--- config.mk ---
export PLATFORM = sky130hd
export DESIGN_NAME = fan_commutation_control
export DESIGN_NICKNAME = d
export VERILOG_FILES = /design/src/hdl/fan_pkg.sv /design/src/hdl/fan_commutation_control.sv /design/src/hdl/sync3.sv
export SDC_FILE = /design/constraint.sdc
export NUM_CORES = 1
export LEC_CHECK = 0
export BUFFER_PORTS_ARGS = -buffer_cell sky130_fd_sc_hd__buf_2
export CELL_PAD_IN_SITES_DETAIL_PLACEMENT = 1
export CELL_PAD_IN_SITES_GLOBAL_PLACEMENT = 1
export CORE_MARGIN = 2
export CORE_UTILIZATION = 48
export CTS_BUF_LIST = sky130_fd_sc_hd__clkbuf_4
export CTS_CLUSTER_DIAMETER = 120
export DETAILED_ROUTE_END_ITERATION = 7
export HOLD_SLACK_MARGIN = 0.15
export MAX_ROUTING_LAYER = met4
export PLACE_DENSITY = 0.9
export SETUP_SLACK_MARGIN = 0.3
export SLEW_MARGIN = 20
export SYNTH_ARGS = -nofsm -noshare
export SYNTH_HDL_FRONTEND = slang
export SYNTH_SLANG_ARGS = --single-unit
--- constraint.sdc ---
create_clock -name i_clock -period 4.2 [get_ports i_clock]
set_clock_uncertainty 0.1 [all_clocks]
set_input_delay 0.42 -clock i_clock [delete_from_list [all_inputs] [get_ports i_clock]]
set_output_delay 0.42 -clock i_clock [all_outputs]
set_load 0.05 [all_outputs]
--- src/hdl/fan_pkg.sv ---
// fan_pkg: constants shared by the fan commutation control design
// assumes a 40 MHz time base clock
package fan_pkg;
  localparam int CLOCK_HZ = 40_000_000;
  localparam int PWM_LOW_MS = 65;
  localparam int PWM_LOW_CYCLES = CLOCK_HZ / 1000 * PWM_LOW_MS;
  localparam int SETTLE_US = 100;
  localparam int SETTLE_CYCLES = (CLOCK_HZ / 1_000_000) * SETTLE_US;
  localparam int LOCK_ON_MS = 420;
  localparam int LOCK_ON_CYCLES = CLOCK_HZ / 1000 * LOCK_ON_MS;
  localparam int LOCK_OFF_RATIO = 10;
  localparam int SOFT_SWITCH_US = 200;
  localparam int SOFT_CYCLES = (CLOCK_HZ / 1_000_000) * SOFT_SWITCH_US;
  localparam int SOFT_STEPS = 16;
  localparam int SOFT_STEP_CYCLES = SOFT_CYCLES / SOFT_STEPS;
  localparam int PWM_FRAME_CYCLES = 64;
  localparam int CNT_W = 32;
  localparam logic [4:0] SOFT_FULL = 5'h10;
  typedef enum logic [2:0] {
    ST_STANDBY = 3'b000,
    ST_SETTLE = 3'b001,
    ST_LOCK_ON = 3'b011,
    ST_RUN = 3'b010,
    ST_LOCK_OFF = 3'b111
  } fan_state_type;
endpackage

--- src/hdl/fan_commutation_control.sv ---
// fan_commutation_control: single-coil fan commutation, pwm gating, lock retry, standby
// assumes pole, pwm and overvoltage come from outside the clock domain
// Functional notes
// tach output toggles on each pole change while in run state
// south lock: b low, a pulses on/off
// north lock: a low, b pulses on/off
// pwm low over 65 ms drives both low
// long pwm low clears off-time, enters standby
// first pwm high after standby starts on-time
// sensor settles 100 us after standby exit
// standby releases tach switch high
// overvoltage switches drive off, enters standby
// drive duty follows pwm input duty
// host pwm frequency 50 Hz to 50 kHz
// host pwm near 25 kHz recommended
// pwm held high gives full duty
// coil current ramps at each commutation
// lock on-time is 420 ms
// lock off-time is ten on-times
// no pole change in on-time means lock
// pwm and pole synchronised before use
`timescale 1ns/1ps
module fan_commutation_control
  import fan_pkg::*;
(
  input wire logic i_clock,
  input wire logic i_reset_n,
  input wire logic i_pole_south,
  input wire logic i_pwm,
  input wire logic i_overvoltage,
  output logic o_coil_drive_a,
  output logic o_coil_drive_b,
  output logic o_tach_output_oe,
  output logic o_tach_output
);
  ////////////////////////////////////////////////////////////////////////////
  logic [1:0] rst_q;
  logic rst_n;
  always_ff @(posedge i_clock or negedge i_reset_n) begin
    if (!i_reset_n) begin
      rst_q <= 2'h0;
    end else begin
      rst_q <= {rst_q[0], 1'b1};
    end
  end
  assign rst_n = rst_q[1];

  logic pole;
  logic pwm;
  logic ovp;
  sync3 #(.INIT(1'b0)) u_pole (.i_clock(i_clock), .i_rst_n(rst_n), .i_async(i_pole_south), .o_level(pole));
  sync3 #(.INIT(1'b0)) u_pwm (.i_clock(i_clock), .i_rst_n(rst_n), .i_async(i_pwm), .o_level(pwm));
  // overvoltage is a pin as well, so it passes the same filter
  sync3 #(.INIT(1'b0)) u_ovp (.i_clock(i_clock), .i_rst_n(rst_n), .i_async(i_overvoltage), .o_level(ovp));

  ////////////////////////////////////////////////////////////////////////////
  // pwm low watchdog
  // saturates one past the limit, so a long stop never wraps back to zero
  logic [CNT_W-1:0] low_cnt_q;
  logic [CNT_W-1:0] low_cnt_d;
  logic pwm_long_low;
  always_comb begin
    low_cnt_d = low_cnt_q;
    if (pwm) begin
      low_cnt_d = '0;
    end else if (low_cnt_q <= CNT_W'(PWM_LOW_CYCLES)) begin
      low_cnt_d = low_cnt_q + CNT_W'(1);
    end
  end
  assign pwm_long_low = (low_cnt_q > CNT_W'(PWM_LOW_CYCLES));

  ////////////////////////////////////////////////////////////////////////////
  // main state machine
  fan_state_type state_q;
  fan_state_type state_d;
  logic [CNT_W-1:0] tmr_q;
  logic [CNT_W-1:0] tmr_d;
  logic pole_q;
  logic pole_d;
  logic lock_pole_q;
  logic lock_pole_d;
  logic pole_edge;
  assign pole_edge = (pole != pole_q);

  always_comb begin
    state_d = state_q;
    tmr_d = tmr_q + CNT_W'(1);
    pole_d = pole_q;
    lock_pole_d = lock_pole_q;
    unique case (state_q)
      ST_STANDBY: begin
        tmr_d = '0;
        if (pwm && !ovp) begin
          state_d = ST_SETTLE;
        end
      end
      ST_SETTLE: begin
        if (tmr_q >= CNT_W'(SETTLE_CYCLES - 1)) begin
          state_d = ST_LOCK_ON;
          tmr_d = '0;
          pole_d = pole;
          lock_pole_d = pole;
        end
      end
      ST_LOCK_ON, ST_RUN: begin
        if (pole_edge) begin
          pole_d = pole;
          lock_pole_d = pole;
          tmr_d = '0;
          state_d = ST_RUN;
        end else if (tmr_q >= CNT_W'(LOCK_ON_CYCLES - 1)) begin
          state_d = ST_LOCK_OFF;
          tmr_d = '0;
        end
      end
      ST_LOCK_OFF: begin
        if (tmr_q >= CNT_W'(LOCK_ON_CYCLES * LOCK_OFF_RATIO - 1)) begin
          state_d = ST_LOCK_ON;
          tmr_d = '0;
          pole_d = pole;
          lock_pole_d = pole;
        end
      end
      default: begin
        state_d = ST_STANDBY;
      end
    endcase
    // protection wins over every state, so no path leaves the bridge on
    if (ovp || pwm_long_low) begin
      state_d = ST_STANDBY;
      tmr_d = '0;
    end
  end

  ////////////////////////////////////////////////////////////////////////////
  // soft switching ramp and pwm frame for gating
  logic [4:0] ramp_q;
  logic [4:0] ramp_d;
  logic [CNT_W-1:0] step_q;
  logic [CNT_W-1:0] step_d;
  logic [5:0] frame_q;
  logic [5:0] frame_d;
  logic drive_on;
  logic want_a;
  logic want_b;
  logic a_d;
  logic b_d;
  logic tach_d;
  logic tach_q;
  logic a_q;
  logic b_q;
  logic oe_d;
  logic oe_q;

  always_comb begin
    frame_d = frame_q + 6'h01;
    step_d = step_q + CNT_W'(1);
    ramp_d = ramp_q;
    if (state_q != state_d || pole_edge) begin
      ramp_d = 5'h00;
      step_d = '0;
    end else if (step_q >= CNT_W'(SOFT_STEP_CYCLES - 1)) begin
      step_d = '0;
      if (ramp_q != SOFT_FULL) begin
        ramp_d = ramp_q + 5'h01;
      end
    end
    // ramp as a duty fraction over a short frame; a coarse stand-in for analog slew
    drive_on = pwm && ({1'b0, ramp_q, 2'h0} > {2'h0, frame_q} || ramp_q == SOFT_FULL);
    want_a = 1'b0;
    want_b = 1'b0;
    if (state_q == ST_RUN || state_q == ST_LOCK_ON) begin
      want_a = (state_q == ST_RUN) ? pole_q : lock_pole_q;
      want_b = (state_q == ST_RUN) ? !pole_q : !lock_pole_q;
    end
    a_d = want_a && drive_on && !ovp && !pwm_long_low;
    b_d = want_b && drive_on && !ovp && !pwm_long_low;
    // tach follows commutation, not pwm chopping
    tach_d = tach_q;
    if (state_q == ST_RUN && pole_edge) begin
      tach_d = !tach_q;
    end
    if (state_q == ST_STANDBY) begin
      tach_d = 1'b1;
    end
    oe_d = !tach_d;
  end

  always_ff @(posedge i_clock or negedge rst_n) begin
    if (!rst_n) begin
      low_cnt_q <= '0;
      state_q <= ST_STANDBY;
      tmr_q <= '0;
      pole_q <= 1'b0;
      lock_pole_q <= 1'b0;
      ramp_q <= 5'h00;
      step_q <= '0;
      frame_q <= 6'h00;
      a_q <= 1'b0;
      b_q <= 1'b0;
      tach_q <= 1'b1;
      oe_q <= 1'b0;
    end else begin
      low_cnt_q <= low_cnt_d;
      state_q <= state_d;
      tmr_q <= tmr_d;
      pole_q <= pole_d;
      lock_pole_q <= lock_pole_d;
      ramp_q <= ramp_d;
      step_q <= step_d;
      frame_q <= frame_d;
      a_q <= a_d;
      b_q <= b_d;
      tach_q <= tach_d;
      oe_q <= oe_d;
    end
  end

  assign o_coil_drive_a = a_q;
  assign o_coil_drive_b = b_q;
  assign o_tach_output_oe = oe_q;
  assign o_tach_output = 1'b0;
endmodule

--- src/hdl/sync3.sv ---
// sync3: three-stage input synchroniser; a change counts once stages two and three agree
// assumes one clock and an active-low reset already synchronised
`timescale 1ns/1ps
module sync3 #(parameter logic INIT = 1'b0) (
  input wire logic i_clock,
  input wire logic i_rst_n,
  input wire logic i_async,
  output logic o_level
);
  logic [2:0] sh_q;
  logic [2:0] sh_d;
  logic lvl_q;
  logic lvl_d;
  always_comb begin
    sh_d = {sh_q[1:0], i_async};
    lvl_d = (sh_q[1] == sh_q[2]) ? sh_q[2] : lvl_q;
  end
  always_ff @(posedge i_clock or negedge i_rst_n) begin
    if (!i_rst_n) begin
      sh_q <= {3{INIT}};
      lvl_q <= INIT;
    end else begin
      sh_q <= sh_d;
      lvl_q <= lvl_d;
    end
  end
  assign o_level = lvl_q;
endmodule

==> flow_metrics.py, run 1 <==
metrics = {
    "outcome": {
        "status": "complete, no violations",
    },
    "critical_path": {
        "rr_startpoint": "tmr_q[30]",
        "arrival_ps": 3510,
        "crit_required_ps": 4500,
        "critPathMaxFanout": 14,
        "worstSetupStartpointType": "register",
        "rr_endpoint": "step_q[1]",
        "critical_path_class": "reg2reg",
        "critical_path.endpoint": "step_q[1]",
        "reg2reg_slack_ps": 990,
        "end_kind": "register",
        "reg2reg_depth": 5,
        "startpoint": "tmr_q[30]",
    },
    "clocking": {
        "cts_setup_buffers": 0,
        "cts_buffers": 17,
        "cts_root_buf": "clkbuf_4",
        "cts.path.max_buffers": 2,
        "cts_sinks": 129,
        "cts.clk_slew.worst_paths_ps": 120,
        "cts.htree.levels": 4,
        "clock_latency_ps": 560,
        "cts_tree": "built",
    },
    "sta": {
        "max_slew_margin_pct": 43.5,
        "worst_pin_slew_ps": 848,
        "slew_violations": 0,
        "min_period_over_period_pct": 76.5,
        "rsz0062_at_grt": "no",
        "tns_ps": 0,
        "setup_viol": 0,
        "final_hold_viol_count": 0,
        "fmax_mhz": 311,
        "finalCriticalPeriod_ps": 3210,
    },
    "cells_and_area": {
        "seq_area_um2": 3230,
        "nFillCells": 1321,
        "nNetsFinal": 610,
        "drive_gt1_share_pct": 11.2,
        "multi_input_area_um2": 2630,
        "areaGrowthSynthToFinish_pct": 10.6,
        "antennaDiodeCount": 0,
    },
    "die": {
        "dieArea_um2": 13300,
        "fp.dieH_um": 116,
        "pin_count": 9,
        "dieWidth_um": 116,
        "initial_utilization_pct": 49.5,
        "rows": 40,
        "core-area_um2": 12100,
    },
    "placed_design": {
        "io_buffers": 7,
        "hpwlAfterDp_mm": 8.93,
        "gp_congestion": 0.910,
    },
    "job": {
        "drv_cap": 0,
    },
    "synthesis": {
        "seq_area_frac_synth_pct": 54.1,
        "avgSynthCellArea_um2": 10.8,
        "synth.distinct_cells": 63,
        "synthArstFlopShare_pct": 100,
        "postSynthRegisterBits": 129,
        "syn_area_um2": 5970,
        "synth_edf_count": 0,
        "synth-main-ff-cell": "dfrtp_1",
        "yosys_warnings": 0,
        "netlist_instances": 552,
    },
    "grt": {
        "grt_pass1_vias": 4827,
        "grt.overflow.total": 0,
        "grt_antenna_before_repair": 0,
        "grt_max_degree": 66,
        "grtUsageTotal_pct": 23.4,
        "grt_pass1_wl_mm": 23.6,
    },
    "power": {
        "power.leakage_nw": 2.73,
        "powerDensity_nw_per_um2": 360,
        "ir_worst_vdd_uv": 220,
        "finalPower_mw": 2.38,
    },
    "hold_path": {
        "worstHoldPathType": "reg2reg",
    },
    "drt": {
        "dr.pass1.iters": 5,
        "avgRoutedWirePerCell_um": 17.4,
        "antenna_left": 0,
        "drcViolationCount": 0,
        "routed_wl_mm": 13.5,
        "viasPerCell": 5.60,
        "drtIter0Drc": 244,
        "dr_total_vias": 4334,
    },
}
## critical path: stages (launching register included)
cell and delay (ps):
dfrtp_1 440, nor4_2 580, nand3b_1 220, o41ai_1 630, o211ai_2 420, a2111oi_0 660
## final cells by class
type | instances | area share, %
Sequential cell | 129 | 49.0
Clock buffer | 19 | 2.16
Tap cell | 168 | 3.18
Timing Repair Buffer | 18 | 1.97
Clock inverter | 13 | 2.46
Inverter | 26 | 1.48
Multi-Input combinational cell | 401 | 39.8
## registers in the layout (all words and copies together) (netlist names), 2 cells and up
name         cells
u_ovp.sh_q       3
rst_q            2
state_q          3
frame_q          6
step_q          32
tmr_q           32
u_pwm.sh_q       3
ramp_q           5
low_cnt_q       32
u_pole.sh_q      3
## Yosys cell counts, types with 2 or more instances
| library cell | instances | area (µm²) |
|---|---|---|
| and4_1 | 4 | 35.0 |
| ha_1 | 12 | 150 |
| nor2b_1 | 10 | 62.6 |
| nor3b_1 | 2 | 15.0 |
| a2111oi_2 | 5 | 75.1 |
| a21oi_1 | 12 | 60.1 |
| conb_1 | 2 | 7.51 |
| o21a_1 | 4 | 30.0 |
| nor4_1 | 11 | 68.8 |
| inv_1 | 26 | 97.6 |
| o21ai_0 | 2 | 10.0 |
| a31oi_1 | 4 | 25.0 |
| nor4b_1 | 2 | 17.5 |
| buf_2 | 5 | 25.0 |
| a211o_1 | 2 | 17.5 |
| a2111oi_0 | 6 | 52.6 |
| and2_1 | 5 | 31.3 |
| nor2_1 | 51 | 191 |
| nand3_1 | 29 | 145 |
| and3_1 | 5 | 31.3 |
| buf_6 | 2 | 22.5 |
| nor3_1 | 47 | 235 |
| maj3_1 | 3 | 30.0 |
| nand2_1 | 31 | 116 |
| nand4_1 | 21 | 131 |
| a2111oi_4 | 2 | 55.1 |
| xor2_1 | 31 | 272 |
| dfrtp_1 | 128 | 3200 |
| a211oi_1 | 7 | 52.6 |
| xnor2_1 | 32 | 280 |
| clkbuf_1 | 10 | 37.5 |
| or3_1 | 5 | 31.3 |
| and3_2 | 2 | 15.0 |
| mux2i_1 | 3 | 30.0 |
## metrics by stage
stage,instances,utilization (%),setup slack [ps],hold slack [ps],cell area [µm²]
6_report,774,54.7,987,262,6600
5_1_grt,774,54.7,735,273,6600
4_1_cts,774,54.7,996,264,6600
3_5_place_dp,737,51.8,1120,106,6250
3_3_place_gp,737,51.8,1270,104,6250
2_1_floorplan,575,-,1700,24.4,6060
## how the worst min path moves through the flow
stage,start,to,cells past startpoint
3_3_place_gp,i_reset_n,rst_q[0],1
6_report,u_pwm.sh_q[0],u_pwm.sh_q[1],0
2_1_floorplan,i_reset_n,rst_q[0],0
4_1_cts,rst_q[0],rst_q[1],0
5_1_grt,u_pwm.sh_q[0],u_pwm.sh_q[1],0
3_5_place_dp,i_reset_n,rst_q[0],1
## timing repair
action	4_1_cts	5_1_grt
hold endpoints to repair	5	0
gates resized for setup	0	0
hold buffers	5	0
## placed cells by master (no fill, tap or decap), types with 7 or more instances in the layout
cell type,instances
a211oi_1,7
a21oi_1,12
buf_2,7
clkbuf_4,19
conb_1,25
dfrtp_1,127
ha_1,12
inv_1,26
nand2_1,31
nand3_1,29
nand4_1,21
nor2_1,51
nor2b_1,10
nor3_1,47
nor4_1,11
xnor2_1,32
xor2_1,31
## report_power, final
group	leakage, nW	switching (mW)	internal (mW)
clock	0.159	0.483	0.426
combinational	0.876	0.112	0.0512
sequential	1.70	0.0356	1.27
total	2.73	0.630	1.75
## metal layers
layer / GRT usage (%) / part of all wire [%] / up-vias
met3: 6.38 / 3.0 / 31
met1: 27.1 / 42 / 2225
met2: 38.8 / 53 / 66
met5: - / 0 / -
li1: - / - / 2012
met4: 9.48 / 2.0 / 0
## logic make-up after synthesis
kind of cell | after synthesis | share of synthesized area [%]
compound gates | 58 | 8.93
xor+xnor | 63 | 9.25
fa+ha+maj | 15 | 3.02
buf+inv | 45 | 3.33
flops | 129 | 54.1
mux | 4 | 0.692
other cells | 2 | 0.126
simple gates | 236 | 20.5
No activity file was read; power rests on OpenSTA's default activity.
==> run 2: changes to the inputs <==
Settings changed: CORE_UTILIZATION 48 to 53, PLACE_DENSITY 0.9 to 0.93.
Clock period 4.2 ns to 3.23 ns, I/O delays scaled along.
==> run 2 against run 1 <==
Against the previous run:
- first-iteration DRC count fell by 16%
- worst setup slack worse by 530 ps
- die area decreased by 9.1%
- maximum frequency is 16% higher
- wire length grew 8.8%
- utilization up 5.8 points
- largest cell class unchanged
- highest routed layer unchanged
==> flow_metrics.py, run 2 (synthesized netlist as in run 1, its figures left out) <==
metrics = {
    "outcome": {
        "status": "complete, no violations",
    },
    "cells_and_area": {
        "mostFrequentLayoutCells": "dfrtp_1 (127), nor2_1 (51), nor3_1 (47)",
        "final_common_cell": "dfrtp_1",
        "antennaDiodeCount": 0,
        "areaGrowthSynthToFinish_pct": 10.9,
        "nFillCells": 1185,
        "utilization_pct": 60.5,
        "nNetsFinal": 613,
        "reg_top3": "low_cnt_q x32, step_q x32, tmr_q x32",
        "drive_gt1_share_pct": 12.3,
        "seq_area_um2": 3230,
        "multi_input_area_um2": 2700,
    },
    "critical_path": {
        "crit_path_top_delay_cell": "a2111oi_2",
        "critical_path.top_delay_family": "compound AO/OA/AOI/OAI gates",
        "arrival_ps": 3110,
        "end_kind": "register",
        "cpPeakStageDelay_ps": 450,
        "worstSetupStartpointType": "register",
        "critPathMaxFanout": 14,
        "crit_required_ps": 3560,
        "path_cells": "nor4_2 > nand3_1 > o31a_1 > a31oi_1 > o21bai_4 > a2111oi_2",
        "critical_path_class": "reg2reg",
        "worst-path-buf-inv": 0,
    },
    "sta": {
        "worst_pin_slew_ps": 825,
        "final_hold_viol_count": 0,
        "slew_violations": 0,
        "max_slew_margin_pct": 43.6,
        "finalCriticalPeriod_ps": 2770,
        "min_period_over_period_pct": 85.8,
        "rsz0062_at_grt": "no",
        "setup_viol": 0,
        "holdWs_ps": 260,
        "fmax_mhz": 361,
        "tns_ps": 0,
    },
    "clocking": {
        "cts.clk_slew.worst_paths_ps": 110,
        "cts_buffers": 17,
        "cts.path.max_buffers": 2,
        "cts_tree": "built",
        "cts.htree.levels": 4,
        "clock_latency_ps": 560,
        "cts_sinks": 129,
        "cts_root_buf": "clkbuf_4",
    },
    "drt": {
        "antenna_left": 0,
        "avgRoutedWirePerCell_um": 19.6,
        "viasPerCell": 5.89,
        "routed_wl_mm": 14.7,
        "dr_total_vias": 4410,
        "drcViolationCount": 0,
        "dr.pass1.iters": 5,
        "drtIter0Drc": 205,
    },
    "power": {
        "combPwrFrac_pct": 8.0,
        "powerDensity_nw_per_um2": 444,
        "swShare_pct": 27.4,
        "p_int_mw": 2.13,
        "power_switching_uw": 805,
        "clkPwrFrac_pct": 34.1,
        "power.leakage_nw": 2.75,
        "seq_power_share_pct": 57.9,
        "ir_worst_vdd_uv": 264,
    },
    "die": {
        "dieArea_um2": 12100,
        "initial_utilization_pct": 54.6,
        "pin_count": 9,
        "dieWidth_um": 110,
        "core-area_um2": 10900,
        "rows": 38,
        "fp.dieH_um": 110,
    },
    "grt": {
        "grt.overflow.total": 0,
        "grt_pass1_wl_mm": 24.4,
        "grtUsageTotal_pct": 27.6,
        "grt_pass1_vias": 4860,
        "grt_max_degree": 77,
        "grt_antenna_before_repair": 0,
    },
    "placed_design": {
        "io_buffers": 7,
        "gp_congestion": 0.887,
        "hpwlAfterDp_mm": 9.63,
    },
    "hold_path": {
        "worstHoldPathType": "reg2reg",
    },
    "job": {
        "drv_cap": 0,
    },
}
-- run 2: cell types whose count changed in the layout (fill, tap and decap cells not counted), moves of 2 or more --
cell	change
buf_4	+2
clkinv_1	+2
clkinvlp_4	+3
a2111oi_1	+2
a2111oi_2	+2
o21bai_4	+2
clkinv_4	-3
a2111oi_0	-4
clkbuf_4	+2
bufinv_16	-2
-- run 2: timing repair --
item	CTS	global route
pin swaps	2	1
resized for setup	7	7
setup endpoints to repair	14	16
buffers inserted	0	2
hold buffers	5	0
cloned	0	0
endpoints found under the hold margin	5	0
-- run 2: layout make-up --
cell class,count,area share (%)
inverter,26,1.47
sequential,129,48.8
timing repair buffer,21,2.50
tap,140,2.65
multi-input combinational,401,40.8
clock buffer,21,2.38
clock inverter,11,1.40
-- run 2: path summary, 6_finish.rpt --
check,from,to,slack [ps],cells after the start
max,tmr_q[22],step_q[3],460,6
min,u_pwm.sh_q[0],u_pwm.sh_q[1],260,0
max reg2reg,tmr_q[22],step_q[3],460,6
min reg2reg,u_pwm.sh_q[0],u_pwm.sh_q[1],260,0
max in group asynchronous,rst_q[1],frame_q[3],1890,1
min in group asynchronous,rst_q[1],tmr_q[13],290,0
-- run 2: stage by stage --
step	power (mW)	cell area, µm²	setup slack (ps)	std cells
2_1_floorplan	1.87	6060	734	575
3_3_place_gp	1.92	6230	342	710
3_5_place_dp	1.95	6230	37.0	710
4_1_cts	2.95	6570	332	747
5_1_grt	3.07	6620	358	749
6_report	2.94	6620	459	749
-- run 2: power groups by stage --
stage	sequential (mW)	clock, mW	combinational, mW
2_1_floorplan	1.73	0	0.146
3_3_place_gp	1.73	0	0.192
3_5_place_dp	1.73	0	0.213
4_1_cts	1.70	1.02	0.227
5_1_grt	1.71	1.10	0.260
6_report	1.70	1.00	0.235
-- run 2: worst reg2reg max path, delay by kind of cell (launching register included) --
kind / cells / cell delay (ps)
flip-flops: 1 / 430
AND/OR/NAND/NOR: 2 / 630
AO/OA/AOI/OAI: 4 / 1500
-- run 2: metal layers --
metal | wire length [µm] | up-vias | track usage (%)
li1 | - | 2012 | -
met1 | 5840 | 2268 | 30.5
met2 | 7960 | 94 | 47.6
met3 | 454 | 36 | 7.52
met4 | 416 | 0 | 10.4
met5 | 0 | - | -
==> run 3: changes to the inputs <==
Settings changed: CELL_PAD_IN_SITES_GLOBAL_PLACEMENT 1 to 2, CORE_UTILIZATION 53 to 44, PLACE_DENSITY 0.93 to unset, PLACE_DENSITY_LB_ADDON set to 0.1.
==> run 3 against run 2 <==
Against the previous run:
- flip-flop and latch count did not move
- cell count rose by 5.5%
- critical path type unchanged
- clock-buffer cell count fell by 4
- via count fell by 6.1%
- first-iteration DRC count rose by 34%
- highest routed layer unchanged
- register-to-register slack improved by 50 ps
- maximum frequency rose by 1.9%
- non-clock buffer count rose by 5
- utilization fell by 9.5 points
- clock power rose by 24%
==> flow_metrics.py, run 3 (synthesized netlist as in run 1, its figures left out) <==
metrics = {
    "outcome": {
        "status": "complete, no violations",
    },
    "die": {
        "rows": 42,
        "dieArea_um2": 14500,
        "core-area_um2": 13200,
        "initial_utilization_pct": 45.1,
        "fp.dieH_um": 120,
        "pin_count": 9,
        "dieWidth_um": 120,
    },
    "job": {
        "drv_cap": 0,
    },
    "clocking": {
        "cts.clk_slew.worst_paths_ps": 130,
        "cts_root_buf": "clkbuf_4",
        "clock_latency_ps": 540,
        "cts_buffers": 17,
        "cts_sinks": 129,
        "cts.path.max_buffers": 2,
        "cts_tree": "built",
        "cts.htree.levels": 4,
    },
    "power": {
        "finalPower_mw": 3.16,
        "power.leakage_nw": 2.81,
        "powerDensity_nw_per_um2": 467,
        "ir_worst_vdd_uv": 346,
    },
    "critical_path": {
        "end_kind": "register",
        "crit_required_ps": 3540,
        "critPathMaxFanout": 14,
        "arrival_ps": 3030,
        "critical_path_class": "reg2reg",
        "worstSetupStartpointType": "register",
    },
    "cells_and_area": {
        "antennaDiodeCount": 0,
        "final_common_cell": "dfrtp_1",
        "reg_top3": "low_cnt_q x32, step_q x32, tmr_q x32",
        "drive_gt1_share_pct": 13.0,
        "mostFrequentLayoutCells": "dfrtp_1 (127), nor2_1 (51), nor3_1 (47)",
        "areaGrowthSynthToFinish_pct": 13.2,
        "nNetsFinal": 618,
        "fin_area_um2": 6760,
    },
    "sta": {
        "max_slew_margin_pct": 49.7,
        "worst_pin_slew_ps": 754,
        "rsz0062_at_grt": "no",
        "finalCriticalPeriod_ps": 2720,
        "slew_violations": 0,
        "fin_ws_ps": 511,
        "fmax_mhz": 368,
        "holdWs_ps": 220,
        "tns_ps": 0,
        "setup_viol": 0,
        "final_hold_viol_count": 0,
        "min_period_over_period_pct": 84.2,
    },
    "placed_design": {
        "place_area_um2": 6320,
        "gp_congestion": 0.787,
        "io_buffers": 7,
        "place_ws_ps": 282,
        "hpwlAfterDp_mm": 8.63,
    },
    "grt": {
        "grt_pass1_wl_mm": 22.3,
        "grt_pass1_vias": 4467,
        "grt.overflow.total": 0,
        "grt_antenna_before_repair": 0,
        "grtUsageTotal_pct": 20.1,
        "grt_max_degree": 52,
    },
    "drt": {
        "avgRoutedWirePerCell_um": 16.1,
        "drtIter0Drc": 275,
        "antenna_left": 0,
        "drcViolationCount": 0,
        "routed_wl_mm": 12.7,
        "viasPerCell": 5.24,
        "dr_total_vias": 4143,
        "dr.pass1.iters": 4,
    },
    "hold_path": {
        "worstHoldPathType": "reg2async",
    },
}
run 3: changes by cell type in the layout (fill, tap and decap cells not counted), sizes merged:
cell	before	now
buf	16	21
bufinv	1	3
clkbuf	21	17
clkinv	4	5
clkinvlp	6	0
inv	26	33
run 3: final timing paths:
path	start	to	slack (ps)	cells after the start
hold / removal	rst_q[1]	low_cnt_q[10]	220	0
setup / recovery	tmr_q[30]	step_q[2]	510	6
max in group asynchronous	rst_q[1]	step_q[27]	1920	1
min in group i_clock	u_ovp.sh_q[0]	u_ovp.sh_q[1]	260	0
setup reg to reg	tmr_q[30]	step_q[2]	510	6
hold reg to reg	rst_q[1]	low_cnt_q[10]	220	0
run 3: timing repair:
action / CTS / global route
cloned: 0 / 0
hold buffers: 5 / 0
resized for setup: 1 / 10
pin swaps: 0 / 2
buffers inserted: 0 / 3
setup endpoints to repair: 3 / 16
hold endpoints to repair: 5 / 0
run 3: worst max-delay path, cell delays in order, from the launching register on:
cell and delay, ps:
dfrtp_1 430, nor4_2 520, o2111ai_1 180, o31a_1 310
a31oi_1 270, o21bai_2 290, a2111oi_1 490
run 3: routing by layer:
layer	wire length [µm]	share of wire, %	GRT usage [%]
met4	209	1.6	5.96
met3	233	1.8	4.62
met2	6210	49	31.9
met1	6070	48	26.1
met5	0	0	-
run 3: area by class of cell:
cell class	count	area, µm²
Clock buffer	17	128
Clock inverter	15	195
Fill cell	1464	6490
Inverter	26	97.6
Multi-Input combinational cell	401	2680
Sequential cell	129	3230
Tap cell	176	220
Timing Repair Buffer	26	203
run 3: per-stage QoR:
step | util (%) | std cells
3_3_place_gp | 47.7 | 750
2_1_floorplan | - | 575
6_report | 51.0 | 790
5_1_grt | 51.0 | 790
3_5_place_dp | 47.7 | 750
4_1_cts | 50.6 | 787
run 3: report_power, final:
| part | internal, mW | switching, mW |
|---|---|---|
| Sequential | 1.66 | 0.0389 |
| Combinational | 0.0725 | 0.153 |
| Clock | 0.561 | 0.675 |
| Total | 2.29 | 0.867 |
